[src/verilog/irq_unit_cfg.svh]
// constants of the interrupt and reset vectoring unit
// assumes an 8-bit register port and a 14-bit word-addressed program counter
`ifndef IRQ_UNIT_CFG_SVH
`define IRQ_UNIT_CFG_SVH
`define OFS_CORE_FLAGS   8'h5F
`define OFS_SP_LO        8'h5D
`define OFS_SP_HI        8'h5E
`define OFS_CORE_CTRL    8'h55
`define OFS_IRQ_ENABLE   8'h70
`define OFS_IRQ_PENDING  8'h71
`define BIT_GIE          7
`define BIT_VEC_SEL      1
`define RST_CORE_FLAGS   8'h00
`define RST_CORE_CTRL    8'h00
`define RST_SP           16'h08FF
`define RST_BYTE         8'h00
`define ENTRY_CYCLES     4
`define WAKE_CYCLES      4
`define RET_CYCLES       4
`define JUMP_CYCLES      3
`define SP_STEP          16'h0002
`define SP_ONE           16'h0001
`define SYNC_CYCLES      2
`define VEC_STRIDE       14'h0002
`endif

[src/verilog/irq_unit_pkg.sv]
// types shared by the interrupt and reset vectoring unit
// assumes the cfg header supplies all numeric constants
package irq_unit_pkg;
    typedef enum logic [2:0] {
        ST_BOOT  = 3'h0,
        ST_RUN   = 3'h1,
        ST_WAKE  = 3'h3,
        ST_ENTRY = 3'h2,
        ST_RET   = 3'h6
    } seq_state_e;

    // one instruction ends; op bits qualify it
    typedef struct packed {
        logic boundary;
        logic return_from_handler;
        logic sei;
        logic cli;
    } instr_op_s;

    typedef struct packed {
        logic        we;
        logic        re;
        logic [15:0] addr;
        logic [7:0]  wdata;
    } stack_req_s;

    typedef logic [13:0] pc_t;
endpackage : irq_unit_pkg
[src/verilog/interrupt_reset_vectoring.sv]
// interrupt arbitration, vectoring, entry/return sequencing and reset vector
// assumes a same-clock sequencer and a stack memory with one-cycle reads
//
// Contract
// RULE1 - source and global enables both gate a request
// RULE2 - lock bits block requests by program counter region
// RULE3 - lowest vector wins; reset, then external request zero
// RULE4 - vector select and fuse move vectors to boot start
// RULE5 - acceptance clears global enable
// RULE6 - enable set in a handler allows nesting
// RULE7 - return sets global enable
// RULE8 - taking a flagged source vectors and clears its flag
// RULE9 - one written to a flag clears it
// RULE10 - disabled source keeps its flag pending
// RULE11 - flags pending under global disable served later by priority
// RULE12 - level sources request only while present
// RULE13 - one instruction runs after return before entry
// RULE14 - handler software saves the core flags
// RULE15 - clear-global-enable blocks its own boundary
// RULE16 - one instruction runs after set-global-enable before entry
// RULE17 - entry takes four cycles and pushes the program counter
// RULE18 - jump at the vector takes three cycles
// RULE19 - multi-cycle instruction finishes before entry
// RULE20 - wake from sleep adds four cycles
// RULE21 - return takes four cycles, pops two bytes, stack pointer plus two
// RULE22 - program counter and vectors are 14-bit word addresses
// RULE23 - push lowers the stack pointer by two
// RULE24 - global enable is bit 7 of the core flags
// RULE25 - reset clears global enable, loads selected reset vector
//
// The implementer's own choices: the plain strobed port and the address map.
`include "irq_unit_cfg.svh"

module interrupt_reset_vectoring #(
    parameter int          N_SRC      = 8,
    parameter logic [7:0]  LEVEL_MASK = 8'hF0,
    parameter logic [13:0] BOOT_START = 14'h3800
) (
    input  wire logic                     ref_clk,
    input  wire logic                     rst_n,
    input  wire logic [7:0]               reg_addr,
    input  wire logic [7:0]               reg_wdata,
    input  wire logic                     reg_wr,
    input  wire logic                     reg_rd,
    output logic [7:0]                    reg_rdata,
    input  wire logic [N_SRC-1:0]         src_event,
    input  wire logic [N_SRC-1:0]         src_level,
    input  wire irq_unit_pkg::instr_op_s  instr_op,
    input  wire irq_unit_pkg::pc_t        return_pc,
    input  wire logic                     core_asleep,
    input  wire logic                     wake_ready,
    input  wire logic                     reset_vector_boot_fuse,
    input  wire logic                     app_lock_bit_b,
    input  wire logic                     boot_lock_bit_b,
    input  wire logic [7:0]               stack_rdata,
    output irq_unit_pkg::stack_req_s      stack_req,
    output logic                          pc_load,
    output irq_unit_pkg::pc_t             pc_value,
    output logic                          core_hold,
    output logic                          core_wake
);
    localparam logic [1:0] ENTRY_LAST = 2'(`ENTRY_CYCLES - 1);
    localparam logic [1:0] WAKE_LAST  = 2'(`WAKE_CYCLES - 1);
    localparam logic [1:0] RET_LAST   = 2'(`RET_CYCLES - 1);
    localparam logic [1:0] SYNC_LAST  = 2'(`SYNC_CYCLES);
    // jump at the vector is timed by the sequencer
    localparam int         JUMP_CYCLES = `JUMP_CYCLES; // RULE18

    // lowest index wins, so the lowest vector wins
    function automatic logic [2:0] pick_lowest(input logic [N_SRC-1:0] req);
        logic [2:0] idx;
        idx = 3'h0;
        for (int i = N_SRC - 1; i >= 0; i--) begin
            if (req[i]) begin
                idx = 3'(i);
            end
        end
        return idx;
    endfunction : pick_lowest

    function automatic irq_unit_pkg::pc_t vector_of(input logic [13:0] base,
                                                    input logic [2:0]  idx);
        return base + `VEC_STRIDE * (14'(idx) + 14'h0001); // RULE22
    endfunction : vector_of

    irq_unit_pkg::seq_state_e state_q;
    logic [1:0]               cnt_q;
    logic [N_SRC-1:0]         lvl_meta_q;
    logic [N_SRC-1:0]         lvl_sync_q;
    logic [2:0]               pin_meta_q;
    logic [2:0]               pin_sync_q;
    logic [N_SRC-1:0]         flag_q;
    logic [N_SRC-1:0]         enable_q;
    logic [7:0]               flags_q;
    logic [7:0]               ctrl_q;
    logic [15:0]              sp_q;
    logic                     hold_one_q;
    irq_unit_pkg::pc_t        ret_pc_q;
    irq_unit_pkg::pc_t        vec_q;
    logic [2:0]               src_q;
    logic [7:0]               pop_lo_q;

    logic              fuse_s;
    logic              app_lock_s;
    logic              boot_lock_s;
    logic              gie;
    logic              vec_sel;
    logic [13:0]       vec_base;
    logic [N_SRC-1:0]  pending;
    logic [N_SRC-1:0]  ready_req;
    logic              locked;
    logic              gie_eff;
    logic              take;
    logic              wake_take;
    logic              do_return_from_handler;
    logic [N_SRC-1:0]  hw_clear;
    logic [N_SRC-1:0]  sw_clear;
    logic              wr_flags;
    logic              entry_done;
    logic              ret_done;
    logic [2:0]        win;

    assign fuse_s      = pin_sync_q[0];
    assign app_lock_s  = pin_sync_q[1];
    assign boot_lock_s = pin_sync_q[2];
    assign gie         = flags_q[`BIT_GIE]; // RULE24
    assign vec_sel     = ctrl_q[`BIT_VEC_SEL];
    assign vec_base    = vec_sel ? BOOT_START : 14'h0000; // RULE4

    // level sources carry no flag and vanish with their condition
    assign pending   = (flag_q & ~LEVEL_MASK[N_SRC-1:0])
                     | (lvl_sync_q & LEVEL_MASK[N_SRC-1:0]); // RULE12
    assign ready_req = pending & enable_q; // RULE1 RULE10
    assign win       = pick_lowest(ready_req); // RULE3

    // vectors in one section, code in the other, lock bit set: no entry
    assign locked = (app_lock_s && vec_sel && (return_pc < BOOT_START))
                  || (boot_lock_s && !vec_sel && (return_pc >= BOOT_START)); // RULE2

    // a clear at this boundary beats any request
    assign gie_eff = gie && !(instr_op.boundary && instr_op.cli); // RULE15

    assign do_return_from_handler = (state_q == irq_unit_pkg::ST_RUN) && instr_op.boundary
                   && instr_op.return_from_handler;
    // boundaries only, never right after return or enable
    assign take = (state_q == irq_unit_pkg::ST_RUN) && instr_op.boundary
                && !instr_op.return_from_handler && !core_asleep && gie_eff && !hold_one_q
                && !locked && (|ready_req); // RULE1 RULE13 RULE16 RULE19 RULE6
    assign wake_take = (state_q == irq_unit_pkg::ST_RUN) && core_asleep
                     && wake_ready && gie && !locked && (|ready_req);

    assign entry_done = (state_q == irq_unit_pkg::ST_ENTRY) && (cnt_q == ENTRY_LAST);
    assign ret_done   = (state_q == irq_unit_pkg::ST_RET) && (cnt_q == RET_LAST);

    assign wr_flags = reg_wr && (reg_addr == `OFS_IRQ_PENDING);
    assign sw_clear = wr_flags ? reg_wdata[N_SRC-1:0] : '0;
    always_comb begin
        hw_clear = '0;
        if (entry_done) begin
            hw_clear[src_q] = 1'b1;
        end
    end

    // fuse and lock straps come from pins
    always_ff @(posedge ref_clk or negedge rst_n) begin
        if (!rst_n) begin
            pin_meta_q <= 3'h0;
            pin_sync_q <= 3'h0;
            lvl_meta_q <= '0;
            lvl_sync_q <= '0;
        end else begin
            pin_meta_q <= {boot_lock_bit_b, app_lock_bit_b, reset_vector_boot_fuse};
            pin_sync_q <= pin_meta_q;
            lvl_meta_q <= src_level;
            lvl_sync_q <= lvl_meta_q;
        end
    end

    // an event in the cycle of its clear stays set
    always_ff @(posedge ref_clk or negedge rst_n) begin
        if (!rst_n) begin
            flag_q <= '0;
        end else begin
            flag_q <= (flag_q & ~sw_clear & ~hw_clear) | src_event; // RULE8 RULE9 RULE10 RULE11
        end
    end

    always_ff @(posedge ref_clk or negedge rst_n) begin
        if (!rst_n) begin
            enable_q <= '0;
            ctrl_q   <= `RST_CORE_CTRL;
        end else if (reg_wr) begin
            if (reg_addr == `OFS_IRQ_ENABLE) begin
                enable_q <= reg_wdata[N_SRC-1:0];
            end
            if (reg_addr == `OFS_CORE_CTRL) begin
                ctrl_q <= reg_wdata;
            end
        end
    end

    // flags are never stacked by hardware
    always_ff @(posedge ref_clk or negedge rst_n) begin
        if (!rst_n) begin
            flags_q <= `RST_CORE_FLAGS; // RULE25
        end else begin
            if (reg_wr && (reg_addr == `OFS_CORE_FLAGS)) begin
                flags_q <= reg_wdata;
            end
            if (instr_op.boundary && instr_op.sei) begin
                flags_q[`BIT_GIE] <= 1'b1;
            end
            if (instr_op.boundary && instr_op.cli) begin
                flags_q[`BIT_GIE] <= 1'b0; // RULE15
            end
            if (ret_done) begin
                flags_q[`BIT_GIE] <= 1'b1; // RULE7 RULE21
            end
            if (take || wake_take) begin
                flags_q[`BIT_GIE] <= 1'b0; // RULE5
            end
        end
    end

    // one instruction must retire after enable or return before entry
    always_ff @(posedge ref_clk or negedge rst_n) begin
        if (!rst_n) begin
            hold_one_q <= 1'b0;
        end else if (ret_done) begin
            hold_one_q <= 1'b1; // RULE13
        end else if (instr_op.boundary && instr_op.sei) begin
            hold_one_q <= 1'b1; // RULE16
        end else if (instr_op.boundary && (state_q == irq_unit_pkg::ST_RUN)) begin
            hold_one_q <= 1'b0;
        end
    end

    always_ff @(posedge ref_clk or negedge rst_n) begin
        if (!rst_n) begin
            state_q <= irq_unit_pkg::ST_BOOT;
            cnt_q   <= 2'h0;
        end else begin
            case (state_q)
                irq_unit_pkg::ST_BOOT: begin
                    cnt_q <= cnt_q + 2'h1;
                    if (cnt_q == SYNC_LAST) begin
                        state_q <= irq_unit_pkg::ST_RUN;
                        cnt_q   <= 2'h0;
                    end
                end
                irq_unit_pkg::ST_RUN: begin
                    cnt_q <= 2'h0;
                    if (do_return_from_handler) begin
                        state_q <= irq_unit_pkg::ST_RET;
                    end else if (wake_take) begin
                        state_q <= irq_unit_pkg::ST_WAKE; // RULE20
                    end else if (take) begin
                        state_q <= irq_unit_pkg::ST_ENTRY;
                    end
                end
                irq_unit_pkg::ST_WAKE: begin
                    cnt_q <= cnt_q + 2'h1;
                    if (cnt_q == WAKE_LAST) begin
                        state_q <= irq_unit_pkg::ST_ENTRY; // RULE20
                    end
                end
                irq_unit_pkg::ST_ENTRY: begin
                    cnt_q <= cnt_q + 2'h1;
                    if (entry_done) begin
                        state_q <= irq_unit_pkg::ST_RUN; // RULE17
                    end
                end
                irq_unit_pkg::ST_RET: begin
                    cnt_q <= cnt_q + 2'h1;
                    if (ret_done) begin
                        state_q <= irq_unit_pkg::ST_RUN; // RULE21
                    end
                end
                default: begin
                    state_q <= irq_unit_pkg::ST_BOOT;
                    cnt_q   <= 2'h0;
                end
            endcase
        end
    end

    // winner and return address frozen at acceptance
    always_ff @(posedge ref_clk or negedge rst_n) begin
        if (!rst_n) begin
            src_q    <= 3'h0;
            vec_q    <= 14'h0000;
            ret_pc_q <= 14'h0000;
        end else if (take || wake_take) begin
            src_q    <= win;
            vec_q    <= vector_of(vec_base, win); // RULE3 RULE4 RULE8
            ret_pc_q <= return_pc;
        end
    end

    // entry and return win over software writes
    always_ff @(posedge ref_clk or negedge rst_n) begin
        if (!rst_n) begin
            sp_q <= `RST_SP;
        end else if (entry_done) begin
            sp_q <= sp_q - `SP_STEP; // RULE23
        end else if (ret_done) begin
            sp_q <= sp_q + `SP_STEP; // RULE21
        end else if (reg_wr && (reg_addr == `OFS_SP_LO)) begin
            sp_q[7:0] <= reg_wdata;
        end else if (reg_wr && (reg_addr == `OFS_SP_HI)) begin
            sp_q[15:8] <= reg_wdata;
        end
    end

    // push low byte at sp, high at sp-1; pop sp+1 then sp+2
    always_ff @(posedge ref_clk or negedge rst_n) begin
        if (!rst_n) begin
            stack_req <= '0;
        end else begin
            stack_req <= '0;
            if (state_q == irq_unit_pkg::ST_ENTRY) begin
                if (cnt_q == 2'h0) begin
                    stack_req.we    <= 1'b1; // RULE17
                    stack_req.addr  <= sp_q;
                    stack_req.wdata <= ret_pc_q[7:0];
                end else if (cnt_q == 2'h1) begin
                    stack_req.we    <= 1'b1;
                    stack_req.addr  <= sp_q - `SP_ONE;
                    stack_req.wdata <= {2'h0, ret_pc_q[13:8]};
                end
            end else if (state_q == irq_unit_pkg::ST_RET) begin
                if (cnt_q == 2'h0) begin
                    stack_req.re   <= 1'b1; // RULE21
                    stack_req.addr <= sp_q + `SP_ONE;
                end else if (cnt_q == 2'h1) begin
                    stack_req.re   <= 1'b1;
                    stack_req.addr <= sp_q + `SP_STEP;
                end
            end
        end
    end

    always_ff @(posedge ref_clk or negedge rst_n) begin
        if (!rst_n) begin
            pop_lo_q <= `RST_BYTE;
        end else if ((state_q == irq_unit_pkg::ST_RET) && (cnt_q == 2'h2)) begin
            pop_lo_q <= stack_rdata;
        end
    end

    // reset vector is issued once the fuse strap has settled
    always_ff @(posedge ref_clk or negedge rst_n) begin
        if (!rst_n) begin
            pc_load  <= 1'b0;
            pc_value <= 14'h0000;
        end else begin
            pc_load <= 1'b0;
            if ((state_q == irq_unit_pkg::ST_BOOT) && (cnt_q == SYNC_LAST)) begin
                pc_load  <= 1'b1; // RULE25
                pc_value <= fuse_s ? BOOT_START : 14'h0000; // RULE4 RULE25
            end else if (entry_done) begin
                pc_load  <= 1'b1; // RULE17 RULE8
                pc_value <= vec_q;
            end else if (ret_done) begin
                pc_load  <= 1'b1; // RULE21
                pc_value <= {pop_lo_q[5:0], stack_rdata};
            end
        end
    end

    // hold covers boot, wake, entry and return; wake asks for start-up
    always_ff @(posedge ref_clk or negedge rst_n) begin
        if (!rst_n) begin
            core_hold <= 1'b1;
            core_wake <= 1'b0;
        end else begin
            core_hold <= do_return_from_handler || take || wake_take
                      || (state_q != irq_unit_pkg::ST_RUN); // RULE19
            core_wake <= core_asleep && gie && !locked && (|ready_req); // RULE20
        end
    end

    // read data stand only in the cycle after the strobe
    always_ff @(posedge ref_clk or negedge rst_n) begin
        if (!rst_n) begin
            reg_rdata <= `RST_BYTE;
        end else begin
            reg_rdata <= `RST_BYTE;
            if (reg_rd) begin
                case (reg_addr)
                    `OFS_CORE_FLAGS:  reg_rdata <= flags_q; // RULE24
                    `OFS_CORE_CTRL:   reg_rdata <= ctrl_q;
                    `OFS_SP_LO:       reg_rdata <= sp_q[7:0];
                    `OFS_SP_HI:       reg_rdata <= sp_q[15:8];
                    `OFS_IRQ_ENABLE:  reg_rdata <= 8'(enable_q);
                    `OFS_IRQ_PENDING: reg_rdata <= 8'(pending);
                    default:          reg_rdata <= `RST_BYTE;
                endcase
            end
        end
    end

endmodule : interrupt_reset_vectoring

[config.mk]
export PLATFORM = sky130hd
export DESIGN_NAME = interrupt_reset_vectoring
export DESIGN_NICKNAME = d
export VERILOG_FILES = /design/src/verilog/irq_unit_pkg.sv /design/src/verilog/interrupt_reset_vectoring.sv
export VERILOG_INCLUDE_DIRS = /design/src /design/src/verilog
export SDC_FILE = /design/constraint.sdc
export NUM_CORES = 1
export LEC_CHECK = 0
export ABC_AREA = 1
export BUFFER_PORTS_ARGS = -buffer_cell sky130_fd_sc_hd__buf_2
export CAP_MARGIN = 40
export CORE_MARGIN = 2
export CORE_UTILIZATION = 46
export CTS_BUF_LIST = sky130_fd_sc_hd__clkbuf_4
export DETAILED_ROUTE_END_ITERATION = 10
export PLACE_DENSITY = 0.76
export SYNTH_ARGS = -nofsm -noshare
export SYNTH_HDL_FRONTEND = slang
export SYNTH_SLANG_ARGS = --single-unit
export TNS_END_PERCENT = 50
[constraint.sdc]
create_clock -name ref_clk -period 1.7 [get_ports ref_clk]
set_input_delay 0.085 -clock ref_clk [delete_from_list [all_inputs] [get_ports ref_clk]]
set_output_delay 0.085 -clock ref_clk [all_outputs]
set_load 0.01 [all_outputs]
After elaboration in Yosys (flattened, before gate mapping)

Cells that the tools add are included.

Bits of input ports: 67
Bits in registers: 164
Output and inout port bits: 51
Logic and storage cells: 177

Equal/unequal tests: 20
Mux-type cells: 56
Reductions and logical operators: 56
Bitwise gates (word level): 7
$lt $le $gt $ge: 4
Add/subtract/negate cells: 7

Operator list:

| kind                                                                   | number |
|---|---|
| 14-bit two-way mux                                                     | 5 |
| 8-bit two-way mux                                                      | 8 |
| 17-bit two-way mux                                                     | 3 |
| 8-bit by 7-bit equality test with 1-bit output (second input constant) | 6 |
| 16-bit two-way mux                                                     | 3 |
| 24-bit two-way mux                                                     | 2 |
| 8-bit one-hot mux with 6 select lines                                  | 1 |
| 3-bit two-way mux                                                      | 15 |
| 1-bit logical AND                                                      | 32 |
| 8-bit bitwise AND                                                      | 3 |
| 16-bit by 1-bit adder with 16-bit output (second input constant)       | 1 |
| 16-bit by 2-bit adder with 16-bit output (second input constant)       | 1 |
| 8-bit NOT                                                              | 2 |
| 16-bit by 1-bit subtractor with 16-bit output (second input constant)  | 1 |
| 16-bit by 2-bit subtractor with 16-bit output (second input constant)  | 1 |
| 1-bit two-way mux                                                      | 15 |
| 3-bit one-hot mux with 5 select lines                                  | 1 |
| 14-bit by 5-bit adder with 14-bit output                               | 1 |
| 14-bit >= comparator (second input constant)                           | 1 |
| 14-bit less-than comparator (second input constant)                    | 1 |
| 3-bit nonzero test                                                     | 4 |
| 2-bit != test (second input constant)                                  | 4 |
| 4-bit by 8-bit bitwise OR with 8-bit output                            | 1 |
| 8-bit bitwise OR                                                       | 1 |
| other kinds (24)                                                       | 37 |

Longest topological paths before layout

Gate-level depths: netlist of run 1.

Depth after elaboration: 12
Mapped depth: 12
Depth with buffers taken out: 12

Worst setup path before layout of run 1

OpenSTA, ideal clock, no wires.

Kind: register to register
From: reg sp_q[2]
To: reg stack_req[23] (netlist name)
Slack: -0.002 ns
Path buffers: 1
Period minus slack after synthesis: 1.702 ns
Cell stages (with the launch flop): 11
Data arrival time: 1.637 ns
Setup time: 0.065 ns
Data required time: 1.635 ns
Cell sequence: dfstp_2 > buf_2 > inv_1 > ha_1 > nand2_1 > nand3_1 > nor2_2 > nand2_1 > o21ai_0 > nand3_1 > nand2_1

Longest elaborated chain between the ends: 5
Elaborated cells on any way between the ends: 9
Those cells by class: add/sub: 3; mux: 6

RTL lines:

| element                                                   | line                             | source |
|---|---|---|
| start: declaration                                        | interrupt_reset_vectoring.sv:96  | `logic [15:0] sp_q;` |
| start signal: assignment                                  | interrupt_reset_vectoring.sv:303 | `` sp_q <= `RST_SP; `` |
| start signal: assignment                                  | interrupt_reset_vectoring.sv:305 | `` sp_q <= sp_q - `SP_STEP; `` |
| start signal: assignment                                  | interrupt_reset_vectoring.sv:307 | `` sp_q <= sp_q + `SP_STEP; `` |
| 16-bit by 2-bit adder with 16-bit output (no source line) | --                               |  |
| 17-bit two-way mux                                        | interrupt_reset_vectoring.sv:335 | `end else if (cnt_q == 2'h1) begin` |
| 17-bit two-way mux                                        | interrupt_reset_vectoring.sv:332 | `if (cnt_q == 2'h0) begin` |
| 17-bit two-way mux                                        | interrupt_reset_vectoring.sv:331 | `end else if (state_q == irq_unit_pkg::ST_RET) begin` |
| 16-bit two-way mux *                                      | interrupt_reset_vectoring.sv:321 | `if (state_q == irq_unit_pkg::ST_ENTRY) begin` |
| end: declaration                                          | interrupt_reset_vectoring.sv:56  | `output irq_unit_pkg::stack_req_s stack_req,` |

Every way passes the cells marked *; elsewhere a longest branch is shown, timed or not.
A chain may end at the register's enable or synchronous reset.

Final worst setup path of run 1

From: reg sp_q[2]
To: reg sp_q[8]

Longest elaborated chain between the ends: 3
Elaborated cells on any way between the ends: 4
Those cells by class: add/sub: 2; mux: 2

RTL lines:

| element                                                   | line                             | source |
|---|---|---|
| 16-bit by 2-bit adder with 16-bit output (no source line) | --                               |  |
| 16-bit two-way mux                                        | interrupt_reset_vectoring.sv:306 | `end else if (ret_done) begin` |
| 16-bit two-way mux *                                      | interrupt_reset_vectoring.sv:304 | `end else if (entry_done) begin` |

Marked as above.

==> results of run 1 <==
[metrics by stage]
stage	area, um2	TNS (ns)	hold slack, ns	util [%]
floorplan	7750	0	-0.211	-
global placement	8900	-0.0923	0.0346	53.9
detailed placement	8900	-0.320	0.0321	53.9
CTS	9780	-0.0667	0.0201	59.2
global route	10000	-2.00	0.0311	60.8
finish	10000	-0.0706	0.0540	60.8
[registers in the layout, summed over array words and instances (netlist names)]
signal and count:
reg_rdata 8, state_q 3, cnt_q 2, ctrl_q 8, vec_q 5, hold_one_q 1, lvl_meta_q 4, flags_q 8
lvl_sync_q 4, pc_load 1, pop_lo_q 6, pin_meta_q 3, src_q 3, core_hold 1, flag_q 4, core_wake 1
ret_pc_q 14, stack_req 26, sp_q 16, enable_q 8, pc_value 14, pin_sync_q 3
[what timing repair did]
action / CTS / global route
hold buffers: 54 / 0
gates resized for setup: 17 / 58
buffers inserted: 2 / 11
endpoints found under the setup margin: 20 / 60
endpoints found under the hold margin: 224 / 0
pin swaps: 4 / 10
[worst max path at each step]
stage | endpoint | slack, ns | cells past startpoint
floorplan | stack_req[23]$_DFF_PN0_ | 0.005 | 10
global placement | stack_req[18]$_DFF_PN0_ | -0.03 | 11
detailed placement | stack_req[23]$_DFF_PN0_ | -0.07 | 9
CTS | stack_req[19]$_DFF_PN0_ | -0.03 | 8
global route | stack_req[14]$_DFF_PN0_ | -0.15 | 7
finish | sp_q[8]$_DFFE_PN0P_ | -0.03 | 8
[Yosys cell counts (3+ instances only)]
cell type / n / area share [%]
sky130_fd_sc_hd__a31oi_1: 8 / 0.65
sky130_fd_sc_hd__a31o_1: 4 / 0.45
sky130_fd_sc_hd__nor3_1: 8 / 0.52
sky130_fd_sc_hd__nor2_2: 10 / 0.81
sky130_fd_sc_hd__a21oi_1: 37 / 2.4
sky130_fd_sc_hd__dfstp_2: 10 / 3.4
sky130_fd_sc_hd__o21ai_0: 83 / 5.4
sky130_fd_sc_hd__inv_1: 103 / 5.0
sky130_fd_sc_hd__clkbuf_1: 5 / 0.24
sky130_fd_sc_hd__buf_4: 6 / 0.58
sky130_fd_sc_hd__nand2_1: 237 / 11
sky130_fd_sc_hd__buf_2: 7 / 0.45
sky130_fd_sc_hd__dfrtp_1: 133 / 43
sky130_fd_sc_hd__nand2_4: 3 / 0.44
sky130_fd_sc_hd__o21ai_2: 6 / 0.68
sky130_fd_sc_hd__ha_1: 12 / 1.9
sky130_fd_sc_hd__xor2_1: 12 / 1.4
sky130_fd_sc_hd__nand4_1: 10 / 0.81
sky130_fd_sc_hd__o22ai_1: 20 / 1.6
sky130_fd_sc_hd__o211ai_1: 4 / 0.39
sky130_fd_sc_hd__nor2_1: 69 / 3.3
sky130_fd_sc_hd__nand3_2: 5 / 0.65
sky130_fd_sc_hd__nand2_2: 10 / 0.81
sky130_fd_sc_hd__inv_2: 9 / 0.44
sky130_fd_sc_hd__buf_6: 12 / 1.7
sky130_fd_sc_hd__o21ai_1: 30 / 1.9
sky130_fd_sc_hd__nor2_4: 10 / 1.5
sky130_fd_sc_hd__o31ai_1: 3 / 0.29
sky130_fd_sc_hd__nand3_1: 87 / 5.6
[kinds of logic (layout without fill, tap and decap cells)]
| family | count (synthesis) | after routing | synth area share, % |
|---|---|---|---|
| AND/OR/NAND/NOR | 456 | 456 | 26.9 |
| AO/OA/AOI/OAI | 202 | 202 | 14.5 |
| buffers and inverters | 146 | 389 | 8.70 |
| flip-flops | 143 | 143 | 46.3 |
| adder cells (fa/ha/maj) | 12 | 12 | 1.94 |
| XOR/XNOR | 12 | 12 | 1.36 |
| multiplexers | 2 | 2 | 0.291 |
| other | 0 | 2 | 0 |
[power groups by stage]
stage	combinational [mW]	sequential (mW)	clock [mW]
3_3_place_gp	5.31	5.03	0
5_1_grt	6.78	5.10	2.25
3_5_place_dp	5.40	5.04	0
6_report	6.16	5.01	2.06
4_1_cts	5.61	4.99	2.11
2_1_floorplan	3.35	4.97	0
[metal layers]
metal,global-route usage [%],up-vias,routed length [um]
li1,-,3661,-
met1,35.4,3665,9770
met2,44.4,343,11200
met3,4.91,65,1700
met4,10.2,0,698
met5,0,-,0
[final cells by class]
type                       instances  area share [%]
timing repair buffer             243            17.6
tap                              220            2.74
inverter                         114            4.35
antenna                            2          0.0498
sequential                       143            35.8
multi-input combinational        684            36.9
clock inverter                    15            1.31
clock buffer                      17            1.27
[worst max-delay path, delay by kind of cell (launching register included)]
family,cells,cell delay [ns]
xor+xnor,1,0.17
buf+inv,2,0.26
simple gates,3,0.36
flops,1,0.61
compound gates,2,0.22
==> flow_results.xml, run 1 <==
<?xml version="1.0" encoding="UTF-8"?>
<metrics>
  <group name="critical_path">
    <metric name="critical_path.cell_chain" unit="">buf_4 -&gt; nand3_1 -&gt; inv_2 -&gt; nand2_1 -&gt; xor2_1 -&gt; nand2_1 -&gt; o21ai_1 -&gt; o21ai_1</metric>
    <metric name="worstSetupStartpointType" unit="">flip-flop</metric>
    <metric name="critPathCaptureType" unit="">flip-flop</metric>
    <metric name="register_to_register_setup_slack" unit="ns">-0.03</metric>
    <metric name="timing.critical_path.arrival" unit="ns">2.19</metric>
    <metric name="setup.worst_path.class" unit="">reg -&gt; reg</metric>
    <metric name="critical_path.reg2reg.startpoint" unit="">sp_q[2]$_DFFE_PN1P_</metric>
    <metric name="worst_ep_required_time" unit="ns">2.16</metric>
    <metric name="critPathSlowestCell" unit="">sky130_fd_sc_hd__dfstp_2</metric>
    <metric name="cp_max_fo" unit="">4</metric>
    <metric name="startpoint" unit="">sp_q[2]$_DFFE_PN1P_</metric>
    <metric name="crit_path_max_incr_delay" unit="ns">0.61</metric>
    <metric name="reg2reg_depth" unit="">8</metric>
    <metric name="regToRegEndpoint" unit="">sp_q[8]$_DFFE_PN0P_</metric>
  </group>
  <group name="hold_path">
    <metric name="hold_path.startpoint" unit="">reg_addr[0]</metric>
    <metric name="worst_hold_path.endpoint" unit="">sp_q[9]$_DFFE_PN0P_</metric>
    <metric name="timing.hold.worst.class" unit="">in -&gt; reg</metric>
    <metric name="hold_path_depth" unit="">6</metric>
  </group>
  <group name="sta">
    <metric name="min_period_over_period" unit="%">102</metric>
    <metric name="timing.final.max_slew_violations" unit="">0</metric>
    <metric name="setup_skew" unit="ns">0.0150</metric>
    <metric name="timing.fmax" unit="MHz">578</metric>
    <metric name="final_period_minus_worst_setup_slack" unit="ns">1.73</metric>
    <metric name="finalHoldViolations" unit="">0</metric>
    <metric name="final_critical_path_setup_slack" unit="ns">-0.0302</metric>
    <metric name="worstMarginPinSlew" unit="ns">0.428</metric>
    <metric name="maxSlewHeadroom" unit="%">71.2</metric>
    <metric name="unrepaired_setup_endpoints_after_global_routing" unit="">true</metric>
    <metric name="report.final.setup_viol" unit="">6</metric>
  </group>
  <group name="yosys">
    <metric name="syn_area" unit="um2">7750</metric>
    <metric name="synth_sequential_area_ratio" unit="%">46.3</metric>
    <metric name="yosysWarningCount" unit="">0</metric>
    <metric name="synthesis.area_per_instance" unit="um2">7.96</metric>
    <metric name="asyncSetResetFlopFracSynth" unit="%">100</metric>
    <metric name="synth.ff_latch_count" unit="">143</metric>
    <metric name="number_of_distinct_library_cell_variants_in_the_gate_level_netlist_after_synthesis" unit="">42</metric>
    <metric name="post_synth_inst_count" unit="">973</metric>
    <metric name="synth.net_count" unit="">1052</metric>
    <metric name="yosys_most_used_dff" unit="">sky130_fd_sc_hd__dfrtp_1</metric>
    <metric name="synth-edff-count" unit="">0</metric>
  </group>
  <group name="grt">
    <metric name="global_route.overflow_total" unit="">0</metric>
    <metric name="grt.total_usage" unit="%">26.9</metric>
    <metric name="wire_length_of_the_first_global_routing_pass" unit="um">37700</metric>
    <metric name="number_of_antenna_violations_at_the_first_check_in_global_routing" unit="">1</metric>
    <metric name="grt_start_max_net_pins" unit="">42</metric>
    <metric name="number_of_global_route_vias_before_repair" unit="">7500</metric>
  </group>
  <group name="drt">
    <metric name="wire_per_inst" unit="um">16.3</metric>
    <metric name="postRouteWirelength" unit="um">23400</metric>
    <metric name="firstDrtPassIters" unit="">5</metric>
    <metric name="antenna_left" unit="">0</metric>
    <metric name="detail_route.vias_per_cell" unit="">5.38</metric>
    <metric name="drc_errors" unit="">0</metric>
    <metric name="dr_vias" unit="">7734</metric>
    <metric name="initialDrtViolationCount" unit="">577</metric>
  </group>
  <group name="power">
    <metric name="power.combinational.fraction" unit="%">46.6</metric>
    <metric name="sw_frac_of_total" unit="%">43.7</metric>
    <metric name="clockPowerShare" unit="%">15.6</metric>
    <metric name="share_seq_of_total_power" unit="%">37.9</metric>
    <metric name="power_leakage" unit="nW">4.93</metric>
    <metric name="total_power" unit="mW">13.2</metric>
    <metric name="ir_worst_vdd" unit="mV">0.737</metric>
    <metric name="pwr_density_cell" unit="nW/um2">1320</metric>
    <metric name="cell_int_power" unit="mW">7.45</metric>
    <metric name="power.net_switching" unit="mW">5.78</metric>
  </group>
  <group name="clocking">
    <metric name="cts_buffers" unit="">17</metric>
    <metric name="cts_tree" unit="">yes</metric>
    <metric name="ctsHtreeMaxLevel" unit="">4</metric>
    <metric name="worstSkewPairLatency" unit="ns">0.57</metric>
    <metric name="cts_root_buf" unit="">sky130_fd_sc_hd__clkbuf_4</metric>
    <metric name="numClockSinks" unit="">143</metric>
    <metric name="clock_path_buffers" unit="">2</metric>
    <metric name="worst_setup_hold_path_clk_slew" unit="ns">0.14</metric>
  </group>
  <group name="finish">
    <metric name="fillerInstances" unit="">1443</metric>
    <metric name="mostFrequentLayoutCell" unit="">sky130_fd_sc_hd__nand2_1</metric>
    <metric name="register_area" unit="um2">3590</metric>
    <metric name="finalNonFillerCells" unit="">1438</metric>
    <metric name="layout_common_cells" unit="">sky130_fd_sc_hd__nand2_1 (225), sky130_fd_sc_hd__dfrtp_1 (132), sky130_fd_sc_hd__buf_2 (108)</metric>
    <metric name="multi_input_comb_area" unit="um2">3710</metric>
    <metric name="syn_to_final_growth" unit="%">29.6</metric>
    <metric name="drive_gt1_share" unit="%">28.5</metric>
    <metric name="nets" unit="">1282</metric>
  </group>
  <group name="placement">
    <metric name="place.detailed.hpwl" unit="um">16600</metric>
    <metric name="gp_routability_congestion" unit="">0.947</metric>
    <metric name="port-buffer-count" unit="">109</metric>
    <metric name="setup_slack_after_placement" unit="ns">-0.0681</metric>
    <metric name="placedCellCount" unit="">1337</metric>
  </group>
  <group name="outcome">
    <metric name="outcome" unit="">finished with violations</metric>
    <metric name="violations" unit="">setup timing</metric>
  </group>
  <group name="run">
    <metric name="max_cap_violations" unit="">0</metric>
  </group>
  <group name="floorplan">
    <metric name="ioPinCount" unit="">118</metric>
    <metric name="die_h" unit="um">134</metric>
    <metric name="initial_utilization" unit="%">46.9</metric>
    <metric name="area_enclosed_by_the_die_boundary" unit="um2">17900</metric>
    <metric name="fp.coreArea" unit="um2">16500</metric>
    <metric name="placementRows" unit="">47</metric>
    <metric name="floorplan.die.width" unit="um">134</metric>
  </group>
</metrics>
Power figures use the tool's default switching activity.
==> run 2: changes to the inputs <==
==> constraint.sdc (replaced) <==
create_clock -name ref_clk -period 1.7 [get_ports ref_clk]
set_input_delay 0.34 -clock ref_clk [delete_from_list [all_inputs] [get_ports ref_clk]]
set_output_delay 0.34 -clock ref_clk [all_outputs]
set_load 0.01 [all_outputs]
==> run 2 against run 1 <==
  * The run still ends with setup timing left
  * Sequential share of layout area is 0.83 points lower
  * Maximum frequency shrank 2.4%
  * First-iteration DRC count increased by 12%
  * Global-route usage is 0.17 points lower
  * Critical endpoint is now stack_req[9]$_DFF_PN0_
  * Largest power group unchanged
==> flow_results.xml, run 2 (same netlist as run 1, synthesis figures left out) <==
<?xml version="1.0" encoding="UTF-8"?>
<metrics>
  <group name="clocking">
    <metric name="numClockSinks" unit="">143</metric>
    <metric name="cts_root_buf" unit="">sky130_fd_sc_hd__clkbuf_4</metric>
    <metric name="worstSkewPairLatency" unit="ns">0.60</metric>
    <metric name="ctsHtreeMaxLevel" unit="">4</metric>
    <metric name="worst_setup_hold_path_clk_slew" unit="ns">0.15</metric>
    <metric name="clock_path_buffers" unit="">2</metric>
    <metric name="cts_tree" unit="">yes</metric>
    <metric name="cts_buffers" unit="">17</metric>
  </group>
  <group name="hold_path">
    <metric name="timing.hold.worst.class" unit="">in -&gt; reg</metric>
  </group>
  <group name="sta">
    <metric name="report.final.setup_viol" unit="">9</metric>
    <metric name="final_critical_path_setup_slack" unit="ns">-0.0723</metric>
    <metric name="min_period_over_period" unit="%">104</metric>
    <metric name="final_period_minus_worst_setup_slack" unit="ns">1.77</metric>
    <metric name="timing.final.max_slew_violations" unit="">0</metric>
    <metric name="timing.fmax" unit="MHz">564</metric>
    <metric name="final.setup.tns" unit="ns">-0.154</metric>
    <metric name="finalHoldViolations" unit="">0</metric>
    <metric name="unrepaired_setup_endpoints_after_global_routing" unit="">true</metric>
    <metric name="worstMarginPinSlew" unit="ns">0.528</metric>
    <metric name="maxSlewHeadroom" unit="%">64.4</metric>
    <metric name="setup_skew" unit="ns">0.0169</metric>
  </group>
  <group name="finish">
    <metric name="finalNonFillerCells" unit="">1445</metric>
    <metric name="largest_registers" unit="">stack_req (26), sp_q (16)</metric>
    <metric name="layout_common_cells" unit="">sky130_fd_sc_hd__nand2_1 (223), sky130_fd_sc_hd__dfrtp_1 (133), sky130_fd_sc_hd__buf_2 (108)</metric>
    <metric name="drive_gt1_share" unit="%">30.3</metric>
    <metric name="nets" unit="">1290</metric>
    <metric name="mostFrequentLayoutCell" unit="">sky130_fd_sc_hd__nand2_1</metric>
    <metric name="max_flop_register" unit="">stack_req</metric>
    <metric name="fillerInstances" unit="">1399</metric>
    <metric name="largest_reg_flops" unit="">26</metric>
    <metric name="syn_to_final_growth" unit="%">32.6</metric>
  </group>
  <group name="critical_path">
    <metric name="startpoint" unit="">sp_q[1]$_DFFE_PN1P_</metric>
    <metric name="setup.worst_path.class" unit="">reg -&gt; reg</metric>
    <metric name="critPathCaptureType" unit="">flip-flop</metric>
    <metric name="worstSetupStartpointType" unit="">flip-flop</metric>
    <metric name="cp_max_fo" unit="">6</metric>
    <metric name="regToRegEndpoint" unit="">stack_req[9]$_DFF_PN0_</metric>
    <metric name="timing.critical_path.arrival" unit="ns">2.24</metric>
    <metric name="register_to_register_setup_slack" unit="ns">-0.07</metric>
    <metric name="critical_path.endpoint" unit="">stack_req[9]$_DFF_PN0_</metric>
    <metric name="worst_ep_required_time" unit="ns">2.16</metric>
    <metric name="critical_path.reg2reg.startpoint" unit="">sp_q[1]$_DFFE_PN1P_</metric>
    <metric name="reg2reg_depth" unit="">5</metric>
  </group>
  <group name="grt">
    <metric name="number_of_antenna_violations_at_the_first_check_in_global_routing" unit="">1</metric>
    <metric name="grt.total_usage" unit="%">26.7</metric>
    <metric name="grt.met1_usage" unit="%">35.3</metric>
    <metric name="number_of_global_route_vias_before_repair" unit="">7304</metric>
    <metric name="global_route.overflow_total" unit="">0</metric>
    <metric name="global_route.peak_usage_layer" unit="">met2</metric>
    <metric name="global_route.usage.met2" unit="%">43.8</metric>
    <metric name="wire_length_of_the_first_global_routing_pass" unit="um">37100</metric>
    <metric name="grt_start_max_net_pins" unit="">39</metric>
    <metric name="groute.layer.met3.usage" unit="%">5.25</metric>
  </group>
  <group name="placement">
    <metric name="gp_routability_congestion" unit="">0.975</metric>
    <metric name="placedCellCount" unit="">1355</metric>
    <metric name="place.detailed.hpwl" unit="um">16700</metric>
    <metric name="port-buffer-count" unit="">109</metric>
  </group>
  <group name="floorplan">
    <metric name="floorplan.die.width" unit="um">134</metric>
    <metric name="die_h" unit="um">134</metric>
    <metric name="initial_utilization" unit="%">46.9</metric>
    <metric name="ioPinCount" unit="">118</metric>
    <metric name="placementRows" unit="">47</metric>
    <metric name="area_enclosed_by_the_die_boundary" unit="um2">17900</metric>
    <metric name="fp.coreArea" unit="um2">16500</metric>
  </group>
  <group name="power">
    <metric name="pwr_density_cell" unit="nW/um2">1380</metric>
    <metric name="ir_worst_vdd" unit="mV">0.815</metric>
    <metric name="power_leakage" unit="nW">5.06</metric>
    <metric name="total_power" unit="mW">14.2</metric>
  </group>
  <group name="drt">
    <metric name="wire_per_inst" unit="um">16.7</metric>
    <metric name="drc_errors" unit="">0</metric>
    <metric name="initialDrtViolationCount" unit="">645</metric>
    <metric name="dr_vias" unit="">7832</metric>
    <metric name="detail_route.vias_per_cell" unit="">5.42</metric>
    <metric name="postRouteWirelength" unit="um">24100</metric>
    <metric name="firstDrtPassIters" unit="">6</metric>
    <metric name="antenna_left" unit="">0</metric>
  </group>
  <group name="run">
    <metric name="max_cap_violations" unit="">0</metric>
  </group>
  <group name="outcome">
    <metric name="violations" unit="">setup timing</metric>
    <metric name="outcome" unit="">finished with violations</metric>
  </group>
</metrics>
run 2: per-layer routing:
metal	vias to the layer above	share of wire, %
li1	3688	-
met1	3735	41
met2	346	49
met3	63	6.6
met4	0	3.1
met5	-	0
run 2: power breakdown:
group          switching (mW)  leakage (nW)  total (mW)  internal [mW]
Combinational            3.80          3.10        6.33           2.53
Sequential              0.678          1.77        5.05           4.37
Clock                    1.52         0.198        2.78           1.26
Total                    6.00          5.06        14.2           8.15
run 2: worst min path at each step:
stage	start	endpoint	slack, ns	cells after the start
after floorplan	rst_n	cnt_q[0]$_DFF_PN0_	0.04	0
after global placement	rst_n	cnt_q[1]$_DFF_PN0_	0.28	1
after detailed placement	rst_n	pc_value[8]$_DFFE_PN0P_	0.29	1
after CTS	reg_wdata[0]	enable_q[0]$_DFFE_PN0P_	0.02	3
after global routing	reg_wdata[2]	enable_q[2]$_DFFE_PN0P_	0.03	3
final	reg_wdata[0]	enable_q[0]$_DFFE_PN0P_	0.05	3
run 2: stage by stage:
stage          setup WS [ns]  util (%)  hold WS, ns  instance area [um2]
4_1_cts              -0.0595      60.0       0.0155                 9910
3_5_place_dp         -0.0920      54.8        0.287                 9060
3_3_place_gp         -0.0753      54.8        0.280                 9060
5_1_grt               -0.137      62.2       0.0253                10300
2_1_floorplan        0.00479         -       0.0444                 7750
6_report             -0.0723      62.2       0.0495                10300
run 2: worst max-delay path, cell delays in order, from the launching register on:
cell and delay, ns:
sky130_fd_sc_hd__dfstp_2 0.64, sky130_fd_sc_hd__inv_2 0.08, sky130_fd_sc_hd__buf_6 0.14, sky130_fd_sc_hd__ha_1 0.32, sky130_fd_sc_hd__o211ai_1 0.25, sky130_fd_sc_hd__o221ai_1 0.21
run 2: what timing repair did:
action                                  CTS  global route
setup buffers                             2            14
endpoints found under the hold margin   134             0
resized for setup                        15            75
endpoints found under the setup margin   22            72
pin swaps                                 3            18
gates cloned                              0             1
hold buffers                             40             0
run 2: layout make-up:
class	instances	area, um2	area share (%)
inverter	114	437	4.25
timing repair buffer	251	1850	18.0
clock buffer	17	128	1.24
antenna	1	2.50	0.0243
clock inverter	15	246	2.40
tap	220	275	2.68
sequential	143	3590	34.9
multi-input combinational	684	3750	36.5
